--- src/design/ocw_defines.svh ---
// Purpose: constants for the cpu clock select and oscillator loss monitor
// Assumes: included by its bare name
// Notes:   widths, field positions, reset values, counts and codes only
`ifndef OCW_DEFINES_SVH
`define OCW_DEFINES_SVH
// system config register: width, monitor disable field, reset value
`define OCW_CFG_WIDTH        16
`define OCW_CFG_MON_DIS_BIT  4
`define OCW_CFG_RESET        16'h0000
// monitor counter overflows after this many free-running pll cycles
`define OCW_MON_OVF_CYCLES   16
`define OCW_MON_CNT_WIDTH    4
// reset-sampled mode pin codes
`define OCW_MODE_X4          3'h7
`define OCW_MODE_X3          3'h6
`define OCW_MODE_X2          3'h5
`define OCW_MODE_X5          3'h4
`define OCW_MODE_DIRECT      3'h3
`define OCW_MODE_X1P5        3'h2
`define OCW_MODE_PRESCALE    3'h1
`define OCW_MODE_X2P5        3'h0
`define OCW_MODE_DEFAULT     3'h7
// pll factor in halves (factor times two)
`define OCW_FX2_X4           4'h8
`define OCW_FX2_X3           4'h6
`define OCW_FX2_X2           4'h4
`define OCW_FX2_X5           4'hA
`define OCW_FX2_X1P5         4'h3
`define OCW_FX2_X2P5         4'h5
`define OCW_FX2_NONE         4'h0
`endif

--- src/design/ocw_pkg.sv ---
// Purpose: types for the cpu clock select and oscillator loss monitor
// Assumes: constants live in ocw_defines.svh
// Notes:   one-hot codes written out
package ocw_pkg;
  // cpu clock source
  typedef enum logic [2:0]
  {
    OCW_SRC_OSC      = 3'h1,  // oscillator input, direct or prescaled
    OCW_SRC_PLL_FREE = 3'h2,  // pll free-running, after loss of clock
    OCW_SRC_PLL_LOCK = 3'h4   // pll multiplying the oscillator input
  } ocw_src_type;

  // clock generation kind latched at reset
  typedef enum logic [2:0]
  {
    OCW_KIND_DIRECT   = 3'h1,
    OCW_KIND_PRESCALE = 3'h2,
    OCW_KIND_PLL      = 3'h4
  } ocw_kind_type;

  // status bundle driven to the rest of the chip
  typedef struct packed
  {
    ocw_src_type  src;        // current cpu clock source
    ocw_kind_type kind;       // reset-latched generation kind
    logic [3:0]   factor_x2;  // pll factor times two, zero when unused
    logic         pll_on;     // pll powered
    logic         mon_on;     // loss monitor active
  } ocw_status_type;
endpackage : ocw_pkg

--- src/design/ocw_sync.sv ---
// Purpose: two-flop synchroniser with transition detect
// Assumes: inputs are asynchronous to i_clk_sys
// Notes:   first stage feeds only the second stage
`timescale 1ns/1ps
module ocw_sync
#(
  parameter int WIDTH = 1
)
(
  input  wire logic             i_clk_sys,
  input  wire logic             i_sys_rst,
  input  wire logic [WIDTH-1:0] i_async,
  output logic      [WIDTH-1:0] o_sync,
  output logic      [WIDTH-1:0] o_edge
);
  logic [WIDTH-1:0] meta_ff;  // first stage, read only by sync_ff
  logic [WIDTH-1:0] sync_ff;  // second stage
  logic [WIDTH-1:0] prev_ff;  // delayed copy for transition detect

  // elaboration check: a zero-width chain has nothing to synchronise
  if (WIDTH < 1)
  begin : g_width_check
    $error("ocw_sync width must be at least one");
  end

  ////////////////////////////////////////////////////////////////////////
  // synchroniser chain
  always_ff @(posedge i_clk_sys)
  begin
    if (i_sys_rst)
    begin
      meta_ff <= '0;
      sync_ff <= '0;
      prev_ff <= '0;
    end
    else
    begin
      meta_ff <= i_async;
      sync_ff <= meta_ff;
      prev_ff <= sync_ff;
    end
  end

  assign o_sync = sync_ff;
  // either direction counts as a transition
  assign o_edge = sync_ff ^ prev_ff;
endmodule : ocw_sync

--- src/design/ocw_clock_select.sv ---
// Purpose: cpu clock source select with oscillator loss monitor
// Assumes: i_clk_sys stands for the pll free-running clock, one tick a cycle
// Notes:   the pll itself is analog; this logic steers and times it
`timescale 1ns/1ps
`include "ocw_defines.svh"
module ocw_clock_select
  import ocw_pkg::*;
#(
  parameter int MON_CNT_WIDTH  = `OCW_MON_CNT_WIDTH,
  parameter int MON_OVF_CYCLES = `OCW_MON_OVF_CYCLES
)
(
  input  wire logic                      i_clk_sys,
  input  wire logic                      i_sys_rst,
  input  wire logic                      i_osc_input_pin,
  input  wire logic [2:0]                i_clock_mode_pins,
  input  wire logic                      i_cfg_wr,
  input  wire logic [`OCW_CFG_WIDTH-1:0] i_cfg_wdata,
  input  wire logic                      i_irq_clr,
  output logic [`OCW_CFG_WIDTH-1:0]      o_system_config_reg,
  output logic                           o_osc_fail_irq,
  output logic                           o_cpu_clk_tick,
  output logic                           o_pll_resync,
  output ocw_status_type                 o_status
);
  logic                     osc_sync;      // synchronised oscillator level
  logic                     osc_edge;      // one-cycle transition pulse
  logic [2:0]               pins_sync;     // synchronised mode pins
  logic [2:0]               mode_ff;       // reset-latched mode code
  logic [`OCW_CFG_WIDTH-1:0] cfg_ff;       // system config register
  logic [MON_CNT_WIDTH-1:0] mon_cnt_ff;    // loss monitor counter
  ocw_src_type              src_ff;        // cpu clock source
  ocw_src_type              nxt_src;       // next source
  logic                     irq_ff;        // sticky failure request
  logic [3:0]               trans_cnt_ff;  // input transitions since resync
  logic                     div_ff;        // prescaler phase
  ocw_kind_type             kind;          // decoded generation kind
  logic [3:0]               factor_x2;     // decoded pll factor
  logic                     mon_dis;       // monitor disable bit
  logic                     mon_active;    // counter is running
  logic                     mon_ovf;       // overflow this cycle
  logic                     rise;          // rising oscillator edge
  logic [MON_CNT_WIDTH:0]   quiet_run_ff;  // helper: quiet monitor cycles in a row

  // elaboration check: overflow is the counter wrapping, so the count
  // must be a power of two matching the counter width
  if (MON_OVF_CYCLES != (1 << MON_CNT_WIDTH))
  begin : g_ovf_check
    $error("monitor overflow count must equal two to the counter width");
  end

  ////////////////////////////////////////////////////////////////////////
  // mode decode
  // kind from the latched code; pll for every code but the two direct ones
  function automatic ocw_kind_type mode_kind(input logic [2:0] code);
    case (code)
      `OCW_MODE_DIRECT:   mode_kind = OCW_KIND_DIRECT;
      `OCW_MODE_PRESCALE: mode_kind = OCW_KIND_PRESCALE;
      default:            mode_kind = OCW_KIND_PLL;
    endcase
  endfunction : mode_kind

  // pll factor times two, so 1.5 and 2.5 stay whole numbers
  function automatic logic [3:0] mode_factor_x2(input logic [2:0] code);
    case (code)
      `OCW_MODE_X4:   mode_factor_x2 = `OCW_FX2_X4;
      `OCW_MODE_X3:   mode_factor_x2 = `OCW_FX2_X3;
      `OCW_MODE_X2:   mode_factor_x2 = `OCW_FX2_X2;
      `OCW_MODE_X5:   mode_factor_x2 = `OCW_FX2_X5;
      `OCW_MODE_X1P5: mode_factor_x2 = `OCW_FX2_X1P5;
      `OCW_MODE_X2P5: mode_factor_x2 = `OCW_FX2_X2P5;
      default:        mode_factor_x2 = `OCW_FX2_NONE;
    endcase
  endfunction : mode_factor_x2

  ////////////////////////////////////////////////////////////////////////
  // pin synchronisers
  ocw_sync #(.WIDTH(1)) u_osc_sync
  (
    .i_clk_sys (i_clk_sys),
    .i_sys_rst (1'b0),
    .i_async   (i_osc_input_pin),
    .o_sync    (osc_sync),
    .o_edge    (osc_edge)
  );

  // kept running through reset so the pins are settled when latched
  ocw_sync #(.WIDTH(3)) u_pin_sync
  (
    .i_clk_sys (i_clk_sys),
    .i_sys_rst (1'b0),
    .i_async   (i_clock_mode_pins),
    .o_sync    (pins_sync),
    .o_edge    ()
  );

  assign kind      = mode_kind(mode_ff);
  assign factor_x2 = mode_factor_x2(mode_ff);
  assign mon_dis   = cfg_ff[`OCW_CFG_MON_DIS_BIT];
  assign rise      = osc_edge & osc_sync;

  ////////////////////////////////////////////////////////////////////////
  // mode latch: follows the pins while reset is held, frozen after
  always_ff @(posedge i_clk_sys)
  begin
    if (i_sys_rst)
      mode_ff <= pins_sync;
  end

  ////////////////////////////////////////////////////////////////////////
  // system config register; reset clears the disable bit
  always_ff @(posedge i_clk_sys)
  begin
    if (i_sys_rst)
      cfg_ff <= `OCW_CFG_RESET;
    else if (i_cfg_wr)
      cfg_ff <= i_cfg_wdata;
  end

  ////////////////////////////////////////////////////////////////////////
  // loss monitor
  // runs only in the direct kinds, while enabled and still on the oscillator
  assign mon_active = (kind != OCW_KIND_PLL) & ~mon_dis
                      & (src_ff == OCW_SRC_OSC);
  assign mon_ovf    = mon_active & ~osc_edge
                      & (mon_cnt_ff == {MON_CNT_WIDTH{1'b1}});

  always_ff @(posedge i_clk_sys)
  begin
    if (i_sys_rst)
      mon_cnt_ff <= '0;
    else if (!mon_active || osc_edge)
      mon_cnt_ff <= '0;
    else
      mon_cnt_ff <= mon_cnt_ff + 1'b1;
  end

  ////////////////////////////////////////////////////////////////////////
  // source state machine; the only way out of pll free-run is reset
  always_comb
  begin
    nxt_src = src_ff;
    case (src_ff)
      OCW_SRC_OSC:
      begin
        if (mon_ovf)
          nxt_src = OCW_SRC_PLL_FREE;
      end
      OCW_SRC_PLL_FREE: nxt_src = OCW_SRC_PLL_FREE;
      OCW_SRC_PLL_LOCK: nxt_src = OCW_SRC_PLL_LOCK;
      default:          nxt_src = OCW_SRC_OSC;
    endcase
  end

  // reset picks the source from the pins as they are being latched
  always_ff @(posedge i_clk_sys)
  begin
    if (i_sys_rst)
      src_ff <= (mode_kind(pins_sync) == OCW_KIND_PLL) ? OCW_SRC_PLL_LOCK
                                                        : OCW_SRC_OSC;
    else
      src_ff <= nxt_src;
  end

  ////////////////////////////////////////////////////////////////////////
  // failure request flag; a new overflow beats a clear in the same cycle
  always_ff @(posedge i_clk_sys)
  begin
    if (i_sys_rst)
      irq_ff <= 1'b0;
    else if (mon_ovf)
      irq_ff <= 1'b1;
    else if (i_irq_clr)
      irq_ff <= 1'b0;
  end

  ////////////////////////////////////////////////////////////////////////
  // prescaler phase: toggles on each rising input edge
  always_ff @(posedge i_clk_sys)
  begin
    if (i_sys_rst)
      div_ff <= 1'b0;
    else if (rise)
      div_ff <= ~div_ff;
  end

  // pll resync: factor-th period is 2F transitions, counted both edges
  always_ff @(posedge i_clk_sys)
  begin
    if (i_sys_rst || src_ff != OCW_SRC_PLL_LOCK)
      trans_cnt_ff <= '0;
    else if (osc_edge)
    begin
      if (trans_cnt_ff == factor_x2 - 4'h1)
        trans_cnt_ff <= '0;
      else
        trans_cnt_ff <= trans_cnt_ff + 4'h1;
    end
  end

  assign o_pll_resync = (src_ff == OCW_SRC_PLL_LOCK) & osc_edge
                        & (trans_cnt_ff == factor_x2 - 4'h1);

  ////////////////////////////////////////////////////////////////////////
  // cpu clock tick: one input period direct, two prescaled, every cycle on pll
  always_comb
  begin
    case (src_ff)
      OCW_SRC_OSC:
        o_cpu_clk_tick = (kind == OCW_KIND_PRESCALE) ? (rise & div_ff)
                                                     : rise;
      OCW_SRC_PLL_FREE: o_cpu_clk_tick = 1'b1;
      OCW_SRC_PLL_LOCK: o_cpu_clk_tick = 1'b1;
      default:          o_cpu_clk_tick = 1'b0;
    endcase
  end

  ////////////////////////////////////////////////////////////////////////
  // outputs
  assign o_system_config_reg = cfg_ff;
  assign o_osc_fail_irq      = irq_ff;
  assign o_status.src        = src_ff;
  assign o_status.kind       = kind;
  assign o_status.factor_x2  = (src_ff == OCW_SRC_PLL_LOCK) ? factor_x2
                                                            : `OCW_FX2_NONE;
  // pll off only in a direct kind with the monitor disabled and no failover
  assign o_status.pll_on     = (kind == OCW_KIND_PLL) | ~mon_dis
                               | (src_ff == OCW_SRC_PLL_FREE);
  assign o_status.mon_on     = mon_active;

  ////////////////////////////////////////////////////////////////////////
  // assertion helper: counts quiet active cycles on its own, so the
  // overflow check does not lean on the monitor counter it guards;
  // saturates rather than wrapping so a long run cannot alias
  always_ff @(posedge i_clk_sys)
  begin
    if (i_sys_rst || !mon_active || osc_edge)
      quiet_run_ff <= '0;
    else if (quiet_run_ff != {(MON_CNT_WIDTH+1){1'b1}})
      quiet_run_ff <= quiet_run_ff + 1'b1;
  end

  ////////////////////////////////////////////////////////////////////////
  // assertions
  a_ovf_switches_src: assert property (@(posedge i_clk_sys) disable iff (i_sys_rst)
    mon_ovf |=> (src_ff == OCW_SRC_PLL_FREE) && irq_ff)
    else $error("overflow did not switch source");
  a_sixteen_quiet: assert property (@(posedge i_clk_sys) disable iff (i_sys_rst)
    mon_active && !osc_edge
    && quiet_run_ff == (MON_CNT_WIDTH+1)'(MON_OVF_CYCLES - 1) |-> mon_ovf)
    else $error("no overflow after sixteen quiet cycles");
  a_irq_set_wins: assert property (@(posedge i_clk_sys) disable iff (i_sys_rst)
    mon_ovf && i_irq_clr |=> irq_ff)
    else $error("clear beat a new overflow");
  a_cfg_takes_write: assert property (@(posedge i_clk_sys) disable iff (i_sys_rst)
    i_cfg_wr |=> cfg_ff == $past(i_cfg_wdata))
    else $error("config write did not land");
  a_edge_clears: assert property (@(posedge i_clk_sys) disable iff (i_sys_rst)
    osc_edge |=> mon_cnt_ff == '0 && src_ff == $past(src_ff))
    else $error("transition did not clear the counter");
  a_count_steps: assert property (@(posedge i_clk_sys) disable iff (i_sys_rst)
    mon_active && !osc_edge && !mon_ovf |=> mon_cnt_ff == $past(mon_cnt_ff) + 1'b1)
    else $error("counter did not step");
  a_free_sticky: assert property (@(posedge i_clk_sys) disable iff (i_sys_rst)
    src_ff == OCW_SRC_PLL_FREE |=> src_ff == OCW_SRC_PLL_FREE)
    else $error("left pll free-run without reset");
  a_disabled_stays: assert property (@(posedge i_clk_sys) disable iff (i_sys_rst)
    mon_dis && src_ff == OCW_SRC_OSC |=> src_ff == OCW_SRC_OSC && !mon_ovf)
    else $error("failover while monitor disabled");
  a_pll_power_off: assert property (@(posedge i_clk_sys) disable iff (i_sys_rst)
    mon_dis && kind != OCW_KIND_PLL && src_ff == OCW_SRC_OSC |-> !o_status.pll_on)
    else $error("pll powered while monitor disabled");
  a_reset_enables: assert property (@(posedge i_clk_sys)
    i_sys_rst ##1 !i_sys_rst |-> !mon_dis)
    else $error("monitor not enabled after reset");
  a_mode_frozen: assert property (@(posedge i_clk_sys)
    !i_sys_rst |=> $stable(mode_ff))
    else $error("mode changed outside reset");
  a_pll_kind_src: assert property (@(posedge i_clk_sys) disable iff (i_sys_rst)
    kind == OCW_KIND_PLL |-> src_ff == OCW_SRC_PLL_LOCK && !mon_active)
    else $error("pll kind not sourcing cpu clock");
  a_direct_only: assert property (@(posedge i_clk_sys) disable iff (i_sys_rst)
    mon_active |-> kind != OCW_KIND_PLL)
    else $error("monitor active in pll mode");
endmodule : ocw_clock_select

--- config.mk ---
export PLATFORM = sky130hd
export DESIGN_NAME = ocw_clock_select
export DESIGN_NICKNAME = d
export VERILOG_FILES = /design/src/design/ocw_pkg.sv /design/src/design/ocw_sync.sv /design/src/design/ocw_clock_select.sv
export VERILOG_INCLUDE_DIRS = /design/src /design/src/design
export SDC_FILE = /design/constraint.sdc
export NUM_CORES = 1
export LEC_CHECK = 0
export BUFFER_PORTS_ARGS = -buffer_cell sky130_fd_sc_hd__buf_2
export CORE_UTILIZATION = 49
export DETAILED_ROUTE_END_ITERATION = 12
export HOLD_SLACK_MARGIN = 0.02
export PLACE_DENSITY_LB_ADDON = 0.3
export SETUP_SLACK_MARGIN = 0.3
export SYNTH_ARGS = -nofsm -noshare
export SYNTH_HDL_FRONTEND = slang
export SYNTH_SLANG_ARGS = --single-unit
--- constraint.sdc ---
create_clock -name i_clk_sys -period 2.45 [get_ports i_clk_sys]
set_input_delay 0.735 -clock i_clk_sys [delete_from_list [all_inputs] [get_ports i_clk_sys]]
set_output_delay 0.735 -clock i_clk_sys [all_outputs]
set_load 0.1 [all_outputs]
==> results of run 1 <==
[kinds of logic after synthesis]
family                   share of synthesized area
adder cells (fa/ha/maj)                     0.0295
flip-flops                                   0.520
XOR/XNOR                                    0.0510
multiplexers                                0.0945
AO/OA/AOI/OAI                               0.0731
AND/OR/NAND/NOR                              0.185
buffers and inverters                       0.0473
[layout make-up]
cell class | instances | area share
sequential | 41 | 0.340
clock buffer | 5 | 0.0145
timing repair buffer | 78 | 0.244
multi-input combinational | 106 | 0.358
clock inverter | 3 | 0.00966
tap | 44 | 0.0212
inverter | 8 | 0.0126
[metrics by stage]
step	hold slack [ns]	util
3_3_place_gp	0.312	0.685
6_report	0.343	0.815
3_5_place_dp	0.312	0.685
4_1_cts	0.343	0.803
2_1_floorplan	0.310	-
5_1_grt	0.352	0.815
[metal layers]
metal / GRT usage / up-vias
met5: 0 / -
met4: 0.143 / 0
met3: 0.0725 / 13
met2: 0.454 / 57
met1: 0.282 / 720
li1: - / 698
[cells in the final DEF (no fill, tap or decap), types with 5 or more instances in the layout]
cell and count:
nand2_1 5, buf_6 7, edfxtp_1 6, clkbuf_4 6, buf_2 42, inv_1 7
dfxtp_1 35, mux2i_1 16, nor2_1 21, buf_4 18, nor2_2 5, buf_12 10
[synth_stat cells, drive strengths merged]
master / count
o21a: 1
edfxtp: 6
a311oi: 1
nor4: 2
or2: 3
nor3: 4
buf: 5
nand2b: 4
o211ai: 2
and2: 1
nor2: 30
nor3b: 1
o21ai: 1
a21oi: 5
a21o: 2
a31oi: 2
nand2: 8
mux2i: 16
dfxtp: 35
nor2b: 2
nand4: 2
nand3: 3
o21bai: 1
inv: 8
ha: 4
xnor2: 7
o311ai: 1
xor2: 2
a21boi: 1
clkbuf: 3
[where the power goes]
part | internal (mW) | leakage (nW) | switching [mW]
clock network | 0.117 | 0.0318 | 0.240
registers | 0.731 | 0.351 | 0.0442
logic | 0.228 | 0.781 | 0.537
total | 1.08 | 1.16 | 0.821
[path summary, 6_finish.rpt]
| kind | startpoint | to | slack, ns |
|---|---|---|---|
| min | u_pin_sync.meta_ff[0]$_DFF_P_ | u_pin_sync.o_sync[0]$_DFF_P_ | 0.34 |
| max reg2reg | mode_ff[2]$_DFFE_PP_ | src_ff[0]$_DFFE_PP_ | 0.33 |
| max | mode_ff[2]$_DFFE_PP_ | o_pll_resync | -0.36 |
| min reg2reg | u_pin_sync.meta_ff[0]$_DFF_P_ | u_pin_sync.o_sync[0]$_DFF_P_ | 0.34 |
[timing repair]
action                                  in CTS  in global routing
endpoints found under the hold margin        0                  0
gates cloned                                 0                  0
pin swaps                                   12                  6
setup buffers                               15                  2
resized for setup                           43                  5
endpoints found under the setup margin      11                 16
==> results.toml, run 1 <==
[outcome]
status = "complete, but fails checks"
violations = "negative setup slack"

[sta]
tightest_slew_ns = 0.503
final.setup.tns_ns = -1.49
period_needed_ns = 2.81
rsz0062_at_grt = "yes"
setup_ws_ns = -0.358
hold_viol_final = 0
slew_headroom = 0.665
fin_crit_sh = 1.15
maxClockFrequency_mhz = 356
drv_slew = 0
setup_viol = 7
finClkSkew_ns = 0.00754

[route]
via_count = 1488
wirelength_mm = 4.66
routedWlPerCell_um = 16.4
wl_met3_um = 209
first_iter_violations = 68
drc_errors = 0
met1_length_mm = 1.85
ant_nets = 0
top_layer = "met4"
dr_wl_met2_mm = 2.49
drt-vias-per-instance = 5.22
drtPass1Iterations = 4

[floorplan]
dieArea_um2 = 3700
die_w_um = 60.8
fp.coreArea_um2 = 3180
io_pins = 55
start_util = 0.533
die_h_um = 60.8
rows = 20

[finish]
largest_reg_flops = 16
n_fill_cell = 177
nets = 268
antenna_cells = 0
multi_input_area_um2 = 928
instances_no_fill = 285
drive_above_1_share = 0.502
design_area_um2 = 2590
syn_to_final_growth_pct = 53.0
final-seq-area_um2 = 881

[placement]
place_area_um2 = 2180
dp_hpwl_mm = 2.63
routabilityCongestion = 0.770
dp_cells = 260
dp_slack_ns = -0.173
port_buffers = 54

[grt]
grt_pass1_wl_mm = 6.69
track_usage = 0.259
grt_overflow = 0
grt_max_degree = 26
grt_pass1_vias = 1428
antenna_found_initial = 0

[clock_network]
postCtsHoldBufs = 0
cts_tree = "done"
clk_latency_ns = 0.35
h-tree-depth = 2
cts_sinks = 41
clkTransAtPathRegs_ns = 0.13
numCtsBuffers = 5
root_buffer = "clkbuf_4"
clk_path_buf_depth = 2

[synth]
syn-cell-area_um2 = 1690
ys_top_cells_by_area = "dfxtp_1, edfxtp_1, mux2i_1"
synth_fp_nets = 191
synthCells = 163
synth_seq_area_share = 0.520
syn-mean-instance-area_um2 = 10.4
synth_top_area_share = 0.414
yosys_warnings = 0
ys_ff_latch = 41
synth_area_leader_cell = "dfxtp_1"
yosysUniqueCellTypes = 40

[critical_path]
rr_worst_depth = 10
path_depth = 7
worstSetupPathType = "register to output port"
cp.required_ns = 1.71
crit_family = "simple AND/OR/NAND/NOR gates"
crit_chain = "or2_4 > ha_4 > xnor2_2 > a21oi_2 > nand2_2 > nor3_4 > buf_12"
cp-start-kind = "register"
max_stage_delay_ns = 0.46
crit_fanout = 3
slowest_stage = "edfxtp_1"
cp.buffers_inverters = 1
cp_data_arrival_time_ns = 2.07
end_kind = "output port"

[run]
cap_violations = 0

[hold_path]
hold_path.class = "register to register"
whs_path_depth = 0

[pwr]
leakagePower_nw = 1.16
ir_drop_mv = 0.494
powerDensity_nw_per_um2 = 732
p_total_mw = 1.90
Note: power is estimated with default switching activity, not from simulation.
==> run 2: changes to the inputs <==
Settings changed: CORE_ASPECT_RATIO set to 1.4.
==> run 2 against run 1 <==
  * Setup slack gained 0.15 ns
  * Clock skew down 0.0027 ns
  * Largest cell class is now flip-flops and latches
  * Wire length is 16% lower
  * The run still ends with negative setup slack left
  * Non-clock buffer count is 4 lower
  * Utilization is 4.0 points lower
  * Design area fell by 3.9%
==> results.toml, run 2 (synthesis results as in run 1) <==
[finish]
design_area_um2 = 2490
antenna_cells = 0
final_common_cell = "buf_2"
drive_above_1_share = 0.456
n_fill_cell = 218
nets = 264
largest_reg_flops = 16
mostFrequentLayoutCells = "buf_2, dfxtp_1, nor2_1"
syn_to_final_growth_pct = 47.0

[placement]
dp_hpwl_mm = 2.72
port_buffers = 54
routabilityCongestion = 0.794
place_area_um2 = 2180

[grt]
grt_max_degree = 26
antenna_found_initial = 0
track_usage = 0.239
grt_overflow = 0
grt_pass1_wl_mm = 6.42
grt_pass1_vias = 1423

[hold_path]
hold_path_startpoint = "u_pin_sync.meta_ff[0]$_DFF_P_"
hold_path.class = "register to register"
hold_end = "u_pin_sync.o_sync[0]$_DFF_P_"
whs_path_depth = 0

[critical_path]
cp-start-kind = "register"
end_kind = "output port"
crit_fanout = 3
max_stage_delay_ns = 0.42
cp.buffers_inverters = 1
worstSetupPathType = "register to output port"
crit_chain = "or2_4 > ha_4 > xnor2_2 > a21oi_2 > nand2_2 > nor3_4 > buf_12"
rr_worst_depth = 10
cp.required_ns = 1.71
slowest_stage = "edfxtp_1"
crit_family = "simple AND/OR/NAND/NOR gates"
cp_data_arrival_time_ns = 1.92
rr_endpoint = "src_ff[2]$_DFFE_PP_"
cp-startpoint = "mode_ff[2]$_DFFE_PP_"
r2r_start = "mode_ff[2]$_DFFE_PP_"
r2r_slack_ns = 0.33

[clock_network]
clk_path_buf_depth = 2
postCtsHoldBufs = 0
cts_tree = "done"
clk_latency_ns = 0.28
h-tree-depth = 2
numCtsBuffers = 5
cts_sinks = 41
root_buffer = "clkbuf_8"
clkTransAtPathRegs_ns = 0.07

[pwr]
clock_power_share = 0.214
power_frac_seq = 0.406
pwr-share-comb = 0.380
powerDensity_nw_per_um2 = 763
leakagePower_nw = 1.13
swShare = 0.397
p_switching_uw = 756
internal_power_mw = 1.15
p_total_mw = 1.90
ir_drop_mv = 0.731

[outcome]
violations = "negative setup slack"
status = "complete, but fails checks"

[floorplan]
dieArea_um2 = 3700
io_pins = 55
die_h_um = 71.6
die_w_um = 51.7
rows = 24
fp.coreArea_um2 = 3210
start_util = 0.527

[sta]
setup_viol = 2
fin_crit_sh = 1.08
slew_headroom = 0.670
drv_slew = 0
finClkSkew_ns = 0.00489
maxClockFrequency_mhz = 377
tightest_slew_ns = 0.498
setup_ws_ns = -0.205
period_needed_ns = 2.66
rsz0062_at_grt = "yes"
hold_viol_final = 0

[route]
via_count = 1394
drc_errors = 0
drt-vias-per-instance = 5.05
drtPass1Iterations = 4
routedWlPerCell_um = 14.1
wirelength_mm = 3.90
first_iter_violations = 27
ant_nets = 0

[run]
cap_violations = 0
==> run 2: cell count changes in the layout (fill, tap and decap cells not counted), sizes merged <==
cell,previous run,this run
inv,9,8
clkinv,1,0
buf,77,74
clkinvlp,1,0
clkbuf,6,8
==> run 2: what timing repair did <==
action	4_1_cts	5_1_grt
hold endpoints to repair	0	0
pin swaps	9	4
resized for setup	31	2
setup buffers	11	0
setup endpoints to repair	11	14
==> run 2: worst register-to-register path, cell delays in order, from the launching register on <==
cell,delay (ns)
edfxtp_1,0.42
buf_4,0.20
nor2b_4,0.19
inv_4,0.04
buf_4,0.16
nor4_4,0.21
buf_4,0.17
nand2_1,0.07
inv_1,0.07
nand4_1,0.18
nand3_2,0.14
==> run 2: layout make-up <==
cell class | instances | area (µm²) | share of cell area
Clock buffer | 8 | 80.1 | 0.0321
Sequential cell | 41 | 881 | 0.354
Inverter | 8 | 32.5 | 0.0131
Tap cell | 39 | 48.8 | 0.0196
Timing Repair Buffer | 74 | 574 | 0.231
Multi-Input combinational cell | 106 | 875 | 0.351
==> run 2: metrics by stage <==
step	hold slack, ns	setup slack, ns	cells	TNS, ns	util
2_1_floorplan	0.310	-0.935	163	-2.64	-
3_3_place_gp	0.310	-0.0287	257	-0.0287	0.680
3_5_place_dp	0.315	-0.0933	257	-0.0933	0.680
4_1_cts	0.331	-0.283	276	-0.415	0.771
5_1_grt	0.334	-0.286	276	-0.627	0.775
6_report	0.326	-0.205	276	-0.354	0.775
==> run 2: worst max-delay path by stage <==
stage,slack (ns),endpoint,depth (start not counted)
4_1_cts,-0.28,o_pll_resync,7
2_1_floorplan,-0.94,o_status[1],2
5_1_grt,-0.29,o_pll_resync,7
6_report,-0.21,o_pll_resync,7
3_3_place_gp,-0.03,o_pll_resync,7
3_5_place_dp,-0.09,o_pll_resync,7
==> run 2: metal layers <==
metal,vias to the layer above,GRT usage,part of all wire
met1,647,0.233,0.36
met2,47,0.472,0.59
met3,9,0.0382,0.035
li1,691,-,-
met5,-,0,0
met4,0,0.0991,0.021
==> run 2: power groups by stage <==
stage                     Combinational, mW  Sequential [mW]  Clock (mW)
after floorplan                       0.307            0.987           0
after global placement                0.625            0.780           0
after detailed placement              0.634            0.782           0
after CTS                             0.716            0.770       0.414
after global routing                  0.751            0.778       0.445
final                                 0.723            0.771       0.407
==> run 3: changes to the inputs <==
Clock period 2.45 ns to 2.6 ns, I/O delays scaled along.
==> run 3 against run 2 <==
  * The flow still finishes with violations (negative setup slack)
  * Wire length down 5.6%
  * Critical endpoint unchanged
  * Flip-flop and latch count unchanged
  * Power is 6.8% lower
  * Design area fell by 2.3%
  * Highest routed layer unchanged
  * Utilization fell by 1.8 points
  * First-iteration DRC count shrank 26%
  * Clock skew down 0.0010 ns
  * Clock-buffer cell count is the same
  * Global-route usage decreased by 1.9 points
  * Worst hold slack got worse by 0.0022 ns
==> results.toml, run 3 (synthesis results as in run 1) <==
[floorplan]
die_h_um = 71.6
dieArea_um2 = 3700
fp.coreArea_um2 = 3210
rows = 24
start_util = 0.527
io_pins = 55
die_w_um = 51.7

[critical_path]
r2r_slack_ns = 0.60
cp.required_ns = 1.82
cp-start-kind = "register"
rr_worst_depth = 9
slowest_stage = "edfxtp_1"
cp_data_arrival_time_ns = 1.98
crit_fanout = 3
worstSetupPathType = "register to output port"
crit_chain = "or2_4 > ha_4 > xnor2_2 > a21oi_2 > nand2_2 > nor3_4 > buf_12"
cp.buffers_inverters = 1
crit_family = "simple AND/OR/NAND/NOR gates"
end_kind = "output port"
r2r_start = "mode_ff[2]$_DFFE_PP_"
rr_endpoint = "src_ff[0]$_DFFE_PP_"
max_stage_delay_ns = 0.42

[placement]
routabilityCongestion = 0.803
port_buffers = 54
dp_slack_ns = 0.0142
dp_cells = 255
dp_hpwl_mm = 2.66

[grt]
grt_pass1_wl_mm = 5.93
antenna_found_initial = 0
track_usage = 0.220
grt_pass1_vias = 1360
grt_overflow = 0
grt_max_degree = 26

[clock_network]
clkTransAtPathRegs_ns = 0.07
postCtsHoldBufs = 0
cts_tree = "done"
h-tree-depth = 2
cts_sinks = 41
numCtsBuffers = 5
clk_path_buf_depth = 2
clk_latency_ns = 0.29
root_buffer = "clkbuf_8"

[sta]
setup_viol = 2
maxClockFrequency_mhz = 363
finClkSkew_ns = 0.00388
tightest_slew_ns = 0.496
drv_slew = 0
rsz0062_at_grt = "yes"
slew_headroom = 0.671
fin_crit_sh = 1.06
setup_ws_ns = -0.156
period_needed_ns = 2.76
hold_viol_final = 0

[route]
wirelength_mm = 3.68
ant_nets = 0
drtPass1Iterations = 4
top_layer = "met4"
first_iter_violations = 20
drt-vias-per-instance = 5.11
dr_wl_met2_mm = 2.11
met1_length_mm = 1.37
drc_errors = 0
wl_met3_um = 126
routedWlPerCell_um = 13.6
via_count = 1384

[finish]
drive_above_1_share = 0.448
largest_reg_flops = 16
instances_no_fill = 271
antenna_cells = 0
multi_input_area_um2 = 883
final_common_cell = "buf_2"
mostFrequentLayoutCells = "buf_2, dfxtp_1, nor2_1"
nets = 259
final_core_util = 0.758
syn_to_final_growth_pct = 43.7
n_fill_cell = 221
final-seq-area_um2 = 881

[pwr]
ir_drop_mv = 0.604
swShare = 0.397
power_frac_seq = 0.410
leakagePower_nw = 1.11
p_switching_uw = 704
clock_power_share = 0.217
powerDensity_nw_per_um2 = 728
internal_power_mw = 1.07
pwr-share-comb = 0.373

[outcome]
violations = "negative setup slack"
status = "complete, but fails checks"

[hold_path]
hold_path_startpoint = "u_pin_sync.meta_ff[2]$_DFF_P_"
whs_path_depth = 0
hold_path.class = "register to register"
hold_end = "u_pin_sync.o_sync[2]$_DFF_P_"

[run]
cap_violations = 0
[run 3: worst max path at each step]
| stage | endpoint | slack [ns] | start | cells after the start |
|---|---|---|---|---|
| 2_1_floorplan | o_status[1] | -0.83 | src_ff[1]$_SDFFCE_PP0P_ | 2 |
| 3_3_place_gp | o_pll_resync | 0.09 | mode_ff[2]$_DFFE_PP_ | 7 |
| 3_5_place_dp | o_pll_resync | 0.01 | mode_ff[2]$_DFFE_PP_ | 7 |
| 4_1_cts | o_pll_resync | -0.19 | mode_ff[2]$_DFFE_PP_ | 7 |
| 5_1_grt | o_pll_resync | -0.23 | mode_ff[2]$_DFFE_PP_ | 7 |
| 6_report | o_pll_resync | -0.16 | mode_ff[2]$_DFFE_PP_ | 7 |
[run 3: layout make-up]
cell class                 instances  share of cell area
multi-input combinational        106               0.363
sequential                        41               0.362
timing repair buffer              69               0.210
clock buffer                       8              0.0329
tap                               39              0.0200
inverter                           8              0.0123
[run 3: timing repair]
action	in CTS	in global routing
hold endpoints to repair	0	0
endpoints found under the setup margin	11	10
gates cloned	0	0
buffers inserted	7	1
pin swaps	8	5
resized for setup	27	9
[run 3: metrics by stage]
step           area [µm²]  power (mW)  TNS (ns)  hold slack (ns)
3_3_place_gp         2140        1.33         0            0.312
2_1_floorplan        1770        1.22     -2.00            0.310
4_1_cts              2380        1.77    -0.265            0.329
6_report             2430        1.77    -0.226            0.324
5_1_grt              2430        1.84    -0.385            0.339
3_5_place_dp         2140        1.34         0            0.314
[run 3: per-layer routing]
layer  global-route usage  vias to the layer above
li1                     -                      681
met1                0.200                      655
met2                0.439                       42
met3               0.0467                        6
met4               0.0991                        0
met5                    0                        -
[run 3: power groups by stage]
stage / clock network, mW / logic [mW] / registers [mW]
3_3_place_gp: 0 / 0.593 / 0.736
4_1_cts: 0.397 / 0.650 / 0.727
3_5_place_dp: 0 / 0.601 / 0.739
6_report: 0.385 / 0.661 / 0.727
2_1_floorplan: 0 / 0.289 / 0.930
5_1_grt: 0.423 / 0.687 / 0.733
